$ cat config.mk
export PLATFORM = sky130hd
export DESIGN_NAME = ddr2_cmd_core
export DESIGN_NICKNAME = d
export VERILOG_FILES = /design/src/rtl/ddr2_cmd_pkg.sv /design/src/rtl/ddr2_bank_state.sv /design/src/rtl/ddr2_cmd_core.sv
export SDC_FILE = /design/constraint.sdc
export NUM_CORES = 1
export LEC_CHECK = 0
export BUFFER_PORTS_ARGS = -buffer_cell sky130_fd_sc_hd__buf_2
export CORE_ASPECT_RATIO = 0.75
export CORE_MARGIN = 2
export CORE_UTILIZATION = 35
export DETAILED_ROUTE_END_ITERATION = 10
export PLACE_DENSITY = 0.52
export SLEW_MARGIN = 15
export SYNTH_ARGS = -nofsm -noshare
export SYNTH_HDL_FRONTEND = slang
export SYNTH_SLANG_ARGS = --single-unit
$ cat constraint.sdc
create_clock -name i_sys_clk -period 3.8 [get_ports i_sys_clk]
set_input_delay 0.38 -clock i_sys_clk [delete_from_list [all_inputs] [get_ports i_sys_clk]]
set_output_delay 0.38 -clock i_sys_clk [all_outputs]
set_load 0.05 [all_outputs]
$ cat src/rtl/ddr2_cmd_pkg.sv
// constants, types and encodings shared by the ddr2 command-level core
// Contract
// - write with A10 high auto-precharges after recovery
// - write recovery setting accepts 2 to 6
// - other banks accept commands during auto-precharge
// - refresh decode uses internal row counter
// - refresh leaves banks idle; host waits tRFC
// - refresh with CKE low enters self-refresh
// - self-refresh ignores inputs but CKE; gates clock
// - CKE low with NOP enters power-down
// - power-down type by bank state, A12 exit
// - power-down disables buffers and most DLL
// - CKE high with NOP leaves power-down
package ddr2_cmd_pkg;

    // ------------------------------------------------------------
    // geometry
    // ------------------------------------------------------------
    localparam int NUM_BANKS = 8;
    localparam int BANK_W    = 3;
    localparam int ADDR_W    = 14;
    localparam int ROW_W     = 14;
    localparam int AP_BIT    = 10;
    localparam int DLY_W     = 5;

    // ------------------------------------------------------------
    // timing, in ns and derived cycles at 200 MHz
    // ------------------------------------------------------------
    localparam int CLK_PERIOD_NS = 5;
    localparam int T_RAS_NS      = 45;
    localparam int T_RP_NS       = 15;
    localparam int T_RFC_NS      = 128;
    localparam int T_REFI_NS     = 7800;

    localparam logic [7:0]  T_RAS_CYC  = 8'((T_RAS_NS + CLK_PERIOD_NS - 1) / CLK_PERIOD_NS);
    localparam logic [7:0]  T_RP_CYC   = 8'((T_RP_NS + CLK_PERIOD_NS - 1) / CLK_PERIOD_NS);
    localparam logic [7:0]  T_RFC_CYC  = 8'((T_RFC_NS + CLK_PERIOD_NS - 1) / CLK_PERIOD_NS);
    // internal self-refresh interval: longest time, rounds down
    localparam logic [11:0] T_REFI_CYC = 12'(T_REFI_NS / CLK_PERIOD_NS);

    // ------------------------------------------------------------
    // mode limits and reset values
    // ------------------------------------------------------------
    localparam logic [2:0] WR_MIN       = 3'h2;
    localparam logic [2:0] WR_MAX       = 3'h6;
    localparam logic [2:0] WR_RESET     = 3'h2;
    localparam logic [2:0] HALF_BL4     = 3'h2;
    localparam logic [2:0] HALF_BL8     = 3'h4;
    localparam logic [ROW_W-1:0] ROW_RESET = 14'h0000;

    // ------------------------------------------------------------
    // types
    // ------------------------------------------------------------
    typedef struct packed {
        logic              cke;
        logic              cs_n;
        logic              ras_n;
        logic              cas_n;
        logic              we_n;
        logic [BANK_W-1:0] ba;
        logic [ADDR_W-1:0] addr;
    } cmd_bus_type;

    typedef struct packed {
        logic [2:0] cas_lat;
        logic [2:0] add_lat;
        logic       burst8;
        logic [2:0] wr_cycles;
        logic       slow_exit;
    } mode_type;

    typedef enum logic [1:0] {
        ST_RUN      = 2'b00,
        ST_SELF_REF = 2'b01,
        ST_PRE_PD   = 2'b10,
        ST_ACT_PD   = 2'b11
    } power_state_type;

endpackage : ddr2_cmd_pkg

$ cat src/rtl/ddr2_bank_state.sv
// one bank: row open flag, tRAS tracking, auto-precharge and tRP timing
`timescale 1ns/100ps
module ddr2_bank_state (
    input  wire logic                            i_sys_clk,
    input  wire logic                            i_reset_n,
    input  wire logic                            i_activate,
    input  wire logic                            i_precharge,
    input  wire logic                            i_auto_pre,
    input  wire logic [ddr2_cmd_pkg::DLY_W-1:0]  i_ap_delay,
    output logic                                 o_open,
    output logic                                 o_idle
);
    import ddr2_cmd_pkg::*;

    logic             open_q;
    logic [7:0]       ras_cnt_q;
    logic             ap_pend_q;
    logic [DLY_W-1:0] ap_cnt_q;
    logic [7:0]       rp_cnt_q;
    logic             ap_fire;
    logic             pre_start;

    // auto-precharge held back by the ras lockout until tRAS is met; explicit precharge is not
    assign ap_fire   = ap_pend_q && (ap_cnt_q == '0) && (ras_cnt_q >= T_RAS_CYC);
    assign pre_start = ap_fire || (i_precharge && open_q && !ap_pend_q);

    always_ff @(posedge i_sys_clk) begin
        if (!i_reset_n) begin
            open_q <= 1'b0;
        end else if (i_activate) begin
            open_q <= 1'b1;
        end else if (pre_start) begin
            open_q <= 1'b0;
        end
    end

    always_ff @(posedge i_sys_clk) begin
        if (!i_reset_n) begin
            ras_cnt_q <= 8'h00;
        end else if (i_activate) begin
            ras_cnt_q <= 8'h01;
        end else if (ras_cnt_q != 8'hFF) begin
            ras_cnt_q <= ras_cnt_q + 8'h01;
        end
    end

    // write-AP delay counts the burst end plus programmed recovery
    always_ff @(posedge i_sys_clk) begin
        if (!i_reset_n) begin
            ap_pend_q <= 1'b0;
            ap_cnt_q  <= '0;
        end else if (i_auto_pre && open_q) begin
            ap_pend_q <= 1'b1;
            // loaded one short so precharge lands on the edge the delay ends
            ap_cnt_q  <= i_ap_delay - DLY_W'(1);
        end else if (ap_fire) begin
            ap_pend_q <= 1'b0;
        end else if (ap_pend_q && ap_cnt_q != '0) begin
            ap_cnt_q <= ap_cnt_q - DLY_W'(1);
        end
    end

    always_ff @(posedge i_sys_clk) begin
        if (!i_reset_n) begin
            rp_cnt_q <= 8'h00;
        end else if (pre_start) begin
            rp_cnt_q <= T_RP_CYC;
        end else if (rp_cnt_q != 8'h00) begin
            rp_cnt_q <= rp_cnt_q - 8'h01;
        end
    end

    assign o_open = open_q;
    assign o_idle = !open_q && !ap_pend_q && (rp_cnt_q == 8'h00);

endmodule : ddr2_bank_state

$ cat src/rtl/ddr2_cmd_core.sv
// ddr2 command decode, bank tracking, refresh, self-refresh and power-down
`timescale 1ns/100ps
module ddr2_cmd_core (
    input  wire logic                               i_sys_clk,
    input  wire logic                               i_reset_n,
    input  wire ddr2_cmd_pkg::cmd_bus_type          i_cmd,
    input  wire ddr2_cmd_pkg::mode_type             i_mode,
    output ddr2_cmd_pkg::power_state_type           o_power_state,
    output logic [ddr2_cmd_pkg::NUM_BANKS-1:0]      o_bank_open,
    output logic                                    o_all_idle,
    output logic                                    o_refresh_busy,
    output logic                                    o_refresh_strobe,
    output logic [ddr2_cmd_pkg::ROW_W-1:0]          o_refresh_row,
    output logic                                    o_clk_gated,
    output logic                                    o_input_buf_en,
    output logic                                    o_dll_enable,
    output logic [2:0]                              o_wr_setting,
    output logic                                    o_wr_reject
);
    import ddr2_cmd_pkg::*;

    // ------------------------------------------------------------
    // command decode
    // ------------------------------------------------------------
    logic            cke_prev_q;
    power_state_type state_q;
    power_state_type state_d;
    logic            cmd_live;
    logic            is_nop;
    logic            is_act;
    logic            is_rw;
    logic            is_pre;
    logic            is_ref;
    logic            do_act;
    logic            do_rw;
    logic            do_pre;
    logic            do_ref;
    logic            enter_sr;
    logic            enter_pd;
    logic            leave_low;

    always_ff @(posedge i_sys_clk) begin
        if (!i_reset_n) begin
            cke_prev_q <= 1'b0;
        end else begin
            cke_prev_q <= i_cmd.cke;
        end
    end

    assign is_nop = i_cmd.cs_n || (i_cmd.ras_n && i_cmd.cas_n && i_cmd.we_n);
    assign is_act = !i_cmd.cs_n && !i_cmd.ras_n && i_cmd.cas_n && i_cmd.we_n;
    assign is_rw  = !i_cmd.cs_n && i_cmd.ras_n && !i_cmd.cas_n;
    assign is_pre = !i_cmd.cs_n && !i_cmd.ras_n && i_cmd.cas_n && !i_cmd.we_n;
    assign is_ref = !i_cmd.cs_n && !i_cmd.ras_n && !i_cmd.cas_n && i_cmd.we_n;

    // commands only count while running with cke high on both edges
    assign cmd_live  = (state_q == ST_RUN) && cke_prev_q && i_cmd.cke;
    assign do_act    = cmd_live && is_act;
    assign do_rw     = cmd_live && is_rw;
    assign do_pre    = cmd_live && is_pre;
    assign do_ref    = cmd_live && is_ref;
    assign enter_sr  = (state_q == ST_RUN) && cke_prev_q && !i_cmd.cke && is_ref;
    assign enter_pd  = (state_q == ST_RUN) && cke_prev_q && !i_cmd.cke && is_nop;
    // self-refresh exit needs only cke; power-down exit wants a nop too
    assign leave_low = i_cmd.cke && ((state_q == ST_SELF_REF) || is_nop);

    // ------------------------------------------------------------
    // write recovery setting
    // ------------------------------------------------------------
    logic [2:0] wr_q;
    logic       wr_reject_q;

    // out-of-range values keep the last legal setting
    always_ff @(posedge i_sys_clk) begin
        if (!i_reset_n) begin
            wr_q        <= WR_RESET;
            wr_reject_q <= 1'b0;
        end else if (i_mode.wr_cycles >= WR_MIN && i_mode.wr_cycles <= WR_MAX) begin
            wr_q        <= i_mode.wr_cycles;
            wr_reject_q <= 1'b0;
        end else begin
            wr_reject_q <= 1'b1;
        end
    end

    // ------------------------------------------------------------
    // auto-precharge delays
    // ------------------------------------------------------------
    logic [DLY_W-1:0] half_bl;
    logic [DLY_W-1:0] wr_ap_delay;
    logic [DLY_W-1:0] rd_ap_delay;
    logic [DLY_W-1:0] ap_delay;

    assign half_bl     = DLY_W'(i_mode.burst8 ? HALF_BL8 : HALF_BL4);
    // WL = AL + CL - 1, then burst, then programmed recovery
    assign wr_ap_delay = DLY_W'(i_mode.add_lat) + DLY_W'(i_mode.cas_lat) - DLY_W'(1)
                       + half_bl + DLY_W'(wr_q);
    assign rd_ap_delay = DLY_W'(i_mode.add_lat) + half_bl;
    assign ap_delay    = i_cmd.we_n ? rd_ap_delay : wr_ap_delay;

    // ------------------------------------------------------------
    // bank trackers
    // ------------------------------------------------------------
    logic [NUM_BANKS-1:0] bank_open;
    logic [NUM_BANKS-1:0] bank_idle;

    // each bank decodes its own address, so others keep working during AP
    for (genvar b = 0; b < NUM_BANKS; b++) begin : g_bank
        logic hit;
        assign hit = (i_cmd.ba == BANK_W'(b));
        ddr2_bank_state u_bank (
            .i_sys_clk  (i_sys_clk),
            .i_reset_n  (i_reset_n),
            .i_activate (do_act && hit),
            .i_precharge(do_pre && (hit || i_cmd.addr[AP_BIT])),
            .i_auto_pre (do_rw && hit && i_cmd.addr[AP_BIT]),
            .i_ap_delay (ap_delay),
            .o_open     (bank_open[b]),
            .o_idle     (bank_idle[b])
        );
    end

    // ------------------------------------------------------------
    // power state machine
    // ------------------------------------------------------------
    always_comb begin
        state_d = state_q;
        unique case (state_q)
            ST_RUN: begin
                if (enter_sr) begin
                    state_d = ST_SELF_REF;
                end else if (enter_pd) begin
                    // open row anywhere means active power-down
                    state_d = (|bank_open) ? ST_ACT_PD : ST_PRE_PD;
                end
            end
            ST_SELF_REF, ST_PRE_PD, ST_ACT_PD: begin
                if (leave_low) begin
                    state_d = ST_RUN;
                end
            end
        endcase
    end

    always_ff @(posedge i_sys_clk) begin
        if (!i_reset_n) begin
            state_q <= ST_RUN;
        end else begin
            state_q <= state_d;
        end
    end

    logic slow_exit_q;

    // exit speed latched at entry, steady for the whole stay
    always_ff @(posedge i_sys_clk) begin
        if (!i_reset_n) begin
            slow_exit_q <= 1'b0;
        end else if (enter_pd) begin
            slow_exit_q <= i_mode.slow_exit;
        end
    end

    // ------------------------------------------------------------
    // refresh engine
    // ------------------------------------------------------------
    logic [7:0]       rfc_cnt_q;
    logic [11:0]      sr_timer_q;
    logic             sr_tick;
    logic             row_step;
    logic [ROW_W-1:0] row_q;
    logic             strobe_q;

    assign sr_tick  = (state_q == ST_SELF_REF) && (sr_timer_q == 12'h000);
    assign row_step = do_ref || enter_sr || sr_tick;

    // refresh keeps running through a power-down entered meanwhile
    always_ff @(posedge i_sys_clk) begin
        if (!i_reset_n) begin
            rfc_cnt_q <= 8'h00;
        end else if (row_step) begin
            rfc_cnt_q <= T_RFC_CYC;
        end else if (rfc_cnt_q != 8'h00) begin
            rfc_cnt_q <= rfc_cnt_q - 8'h01;
        end
    end

    always_ff @(posedge i_sys_clk) begin
        if (!i_reset_n) begin
            sr_timer_q <= T_REFI_CYC;
        end else if (state_q != ST_SELF_REF || sr_tick) begin
            sr_timer_q <= T_REFI_CYC;
        end else begin
            sr_timer_q <= sr_timer_q - 12'h001;
        end
    end

    // external address never reaches the row counter
    always_ff @(posedge i_sys_clk) begin
        if (!i_reset_n) begin
            row_q    <= ROW_RESET;
            strobe_q <= 1'b0;
        end else begin
            strobe_q <= row_step;
            if (row_step) begin
                row_q <= row_q + ROW_W'(1);
            end
        end
    end

    // ------------------------------------------------------------
    // registered outputs
    // ------------------------------------------------------------
    logic [NUM_BANKS-1:0] open_out_q;
    logic                 idle_q;
    logic                 busy_q;
    logic                 clk_gated_q;
    logic                 inbuf_q;
    logic                 dll_q;
    logic [ROW_W-1:0]     row_out_q;

    always_ff @(posedge i_sys_clk) begin
        if (!i_reset_n) begin
            open_out_q  <= '0;
            idle_q      <= 1'b1;
            busy_q      <= 1'b0;
            clk_gated_q <= 1'b0;
            inbuf_q     <= 1'b1;
            dll_q       <= 1'b1;
            row_out_q   <= ROW_RESET;
        end else begin
            open_out_q  <= bank_open;
            idle_q      <= (&bank_idle) && (rfc_cnt_q == 8'h00);
            busy_q      <= (rfc_cnt_q != 8'h00);
            clk_gated_q <= (state_d == ST_SELF_REF);
            inbuf_q     <= (state_d == ST_RUN);
            // dll stays up only in run and in fast-exit active power-down
            dll_q       <= (state_d == ST_RUN) ||
                           ((state_d == ST_ACT_PD) &&
                            !(enter_pd ? i_mode.slow_exit : slow_exit_q));
            row_out_q   <= row_q;
        end
    end

    assign o_power_state    = state_q;
    assign o_bank_open      = open_out_q;
    assign o_all_idle       = idle_q;
    assign o_refresh_busy   = busy_q;
    assign o_refresh_strobe = strobe_q;
    assign o_refresh_row    = row_out_q;
    assign o_clk_gated      = clk_gated_q;
    assign o_input_buf_en   = inbuf_q;
    assign o_dll_enable     = dll_q;
    assign o_wr_setting     = wr_q;
    assign o_wr_reject      = wr_reject_q;

endmodule : ddr2_cmd_core

==> flow_summary.toml <==
[run_status]
outcome = "completed"

[worst_hold_path]
worstHoldStart = "i_mode[3]"
hp-class = "in -> reg"
whs_endpoint = "o_wr_setting[0]$_SDFFE_PN0P_"
worstHoldPathCells = 2

[clocking]
cts_hold_buf = 0
clk_pin_slew_ns = 0.07
cts_tree = "built"
postCtsSetupBuffers = 0
h-tree-depth = 1
clk_path_buf_depth = 3
clock_sinks = 254
root_buffer = "clkbuf_16"
numCtsBuffers = 27
clk-insertion-delay-late_ns = 0.56
cts_resized = 0

[logic_synthesis]
synth.area.top_cells = "dfxtp_1 (42%), nor2_1 (6.6%), ha_1 (5.5%)"
ys_ff_latch = 254
yosysTopAreaCellShare = 0.416
netlist_area_sq_um = 12200
synth_nets = 1505
yosys.area.top_type = "dfxtp_1"
async_flop_share = 0
synth_cells = 1410
synthFlopType = "dfxtp_1"
yosysUniqueCellTypes = 75
synth.yosys.seq_area_share = 0.416
syn_area_per_cell_sq_um = 8.67
yosysWarnings = 0
synth_edf_count = 0

[layout]
post_layout_nonfiller_instances = 1952
layout_common_cells = "dfxtp_1 (254), nor2_1 (216), inv_1 (96)"
mostFrequentLayoutCell = "dfxtp_1"
regArea_sq_um = 5080
multiInputGateArea_sq_um = 6650
antenna_cells = 0
area_delta_synth_final_pct = 14.7
layout-drive-gt1-share = 0.0983
fin_nets = 1569
n_fill_cell = 3474

[sta]
hold_ws_ns = 0.0812
timing.final.crit_period_ns = 3.25
setup_violations = 0
tightest_slew_ns = 1.01
maxSlewViolCount = 0
slew_headroom = 0.321
max_freq_mhz = 308
final_hold_viol_count = 0
period_share = 0.856
worst_clock_skew_ns = 0.0196
tns_ns = 0
rsz0062_at_grt = "no"

[detailed_routing]
ant_nets = 0
routed_via_density = 5.03
first_pass_iters = 6
drc = 0
vias = 9825
routed_wl_um = 27900
wl_per_cell_um = 14.3
drtIter0Drc = 690

[power]
p_per_area_nw_per_um2 = 618
pwr-share-clk = 0.344
sw_frac_of_total = 0.311
switchingPower_w = 0.00270
comb_power_share = 0.265
seq_power_share = 0.391
peakVddDrop_mv = 0.362
totalPowerFinal_w = 0.00866
intPower_w = 0.00597
power.leakage_nw = 5.50

[setup_path]
critical_path_class = "reg -> reg"
max_stage_delay_ns = 0.53
critPathBufInv = 3
crit_slowest_cell = "xnor2_2"
path_cells = "inv_1 > fa_1 > fa_1 > inv_1 > ha_1 > inv_1 > fa_1 > o21ai_0 > xnor2_2 > nor2_1 > a311oi_1"
rr_worst_depth = 11
crit_required_ns = 4.25
cp_max_fo = 8
r2r_end = "g_bank[4].u_bank.ap_cnt_q[3]$_SDFFE_PN0P_"
cp-end-kind = "flip-flop"
r2r-start = "o_wr_setting[1]$_SDFFE_PN1P_"
start_kind = "flip-flop"
arrival_ns = 3.71
worst-r2r-setup-slack_ns = 0.55
critPathTopFamily = "adder cells"

[global_routing]
gr-usage-all-layers = 0.153
grt_pass1_vias = 8914
grt_pass1_wl_um = 45900
grt_max_degree = 64
gr-total-overflow = 0
antenna_found_initial = 0

[place]
port_buffers = 55
place.gp.congestion = 0.846
placed_cells = 1902
dpl.hpwl_um = 19700

[floorplan]
rows = 59
io-pin-count = 69
initial_core_util = 0.354
die_h_um = 166
design.core.area_sq_um = 34500
die_area_sq_um = 36500
die_w_um = 220

[run]
max_cap_violations = 0
-- routing by layer --
layer	wire length, um	global-route usage	up-vias	share of wire
li1	-	-	5082	-
met1	14600	0.230	4520	0.52
met2	11400	0.223	176	0.41
met3	1330	0.0264	47	0.048
met4	593	0.0388	0	0.021
met5	0	0	-	0
-- cell usage after synthesis, types with 3 or more instances --
| cell | number |
|---|---|
| xor2_1 | 26 |
| o41ai_1 | 3 |
| o31ai_1 | 9 |
| a21oi_1 | 67 |
| nand2_1 | 86 |
| dfxtp_1 | 254 |
| o21ai_0 | 24 |
| nor3b_1 | 8 |
| a211oi_1 | 22 |
| a31o_2 | 6 |
| a31oi_1 | 24 |
| nor4_1 | 23 |
| and4b_1 | 3 |
| a311oi_1 | 3 |
| buf_4 | 3 |
| a21o_1 | 6 |
| o21a_1 | 6 |
| mux2i_1 | 34 |
| ha_1 | 54 |
| o211ai_1 | 4 |
| nand3_2 | 6 |
| and3_1 | 18 |
| o2111ai_1 | 8 |
| nor2_1 | 216 |
| nor3_1 | 62 |
| or4_1 | 12 |
| mux2_2 | 9 |
| a211o_1 | 4 |
| nor2b_1 | 10 |
| or4_4 | 3 |
| clkbuf_1 | 19 |
| nor4b_1 | 7 |
| or3_1 | 11 |
| xnor2_1 | 72 |
| o21ai_1 | 5 |
| nand3_1 | 62 |
| nand4_1 | 39 |
| and2_1 | 28 |
| fa_1 | 6 |
| inv_1 | 96 |
| a21boi_0 | 4 |
| nand2b_1 | 7 |
-- kinds of logic after synthesis --
kind of cell	Yosys count	share of synthesized area
buffers and inverters	124	0.0403
multiplexers	44	0.0380
XOR/XNOR	99	0.0715
flip-flops	254	0.416
AO/OA/AOI/OAI	204	0.107
adder cells (fa/ha/maj)	60	0.0651
AND/OR/NAND/NOR	625	0.263
-- state kept, by name, summed over array words and instances (netlist names), 2 cells and up --
name,cells
o_bank_open,8
o_power_state,2
g_bank.u_bank.ras_cnt_q,64
g_bank.u_bank.ap_pend_q,8
g_bank.u_bank.rp_cnt_q,64
o_refresh_row,14
g_bank.u_bank.o_open,8
row_q,14
g_bank.u_bank.ap_cnt_q,40
rfc_cnt_q,8
sr_timer_q,12
o_wr_setting,3
-- power by group through the flow --
stage	Combinational (W)	Clock, W	Sequential (W)
3_5_place_dp	0.00230	0	0.00344
6_report	0.00229	0.00298	0.00339
4_1_cts	0.00232	0.00307	0.00339
3_3_place_gp	0.00227	0	0.00344
5_1_grt	0.00263	0.00318	0.00345
2_1_floorplan	0.00187	0	0.00340
-- cell type report --
cell class                 instances  share of cell area
clock inverter                    10              0.0149
sequential                       254               0.363
inverter                          98              0.0263
clock buffer                      40              0.0574
multi-input combinational       1032               0.474
timing repair buffer              61              0.0237
tap                              457              0.0408
-- stage by stage --
stage / utilization / cell area [sq um] / worst slack [ns]
after floorplan: - / 12200 / 0.482
after global placement: 0.377 / 13000 / 0.116
after detailed placement: 0.377 / 13000 / 0.0946
after CTS: 0.406 / 14000 / 0.552
after global routing: 0.406 / 14000 / 0.339
final: 0.406 / 14000 / 0.548
-- worst max path at each step --
stage                            startpoint                                         to  slack, ns  cells past startpoint
2_1_floorplan  o_wr_setting[1]$_SDFFE_PN1P_  g_bank[0].u_bank.ap_cnt_q[4]$_SDFFE_PN0P_       0.48                     12
3_5_place_dp                      i_mode[7]  g_bank[4].u_bank.ap_cnt_q[3]$_SDFFE_PN0P_       0.09                     13
5_1_grt        o_wr_setting[1]$_SDFFE_PN1P_  g_bank[4].u_bank.ap_cnt_q[3]$_SDFFE_PN0P_       0.34                     11
3_3_place_gp                      i_mode[7]  g_bank[4].u_bank.ap_cnt_q[3]$_SDFFE_PN0P_       0.12                     13
4_1_cts        o_wr_setting[1]$_SDFFE_PN1P_  g_bank[4].u_bank.ap_cnt_q[3]$_SDFFE_PN0P_       0.55                     11
6_report       o_wr_setting[1]$_SDFFE_PN1P_  g_bank[4].u_bank.ap_cnt_q[3]$_SDFFE_PN0P_       0.55                     11
(Power assumes the default switching activity.)
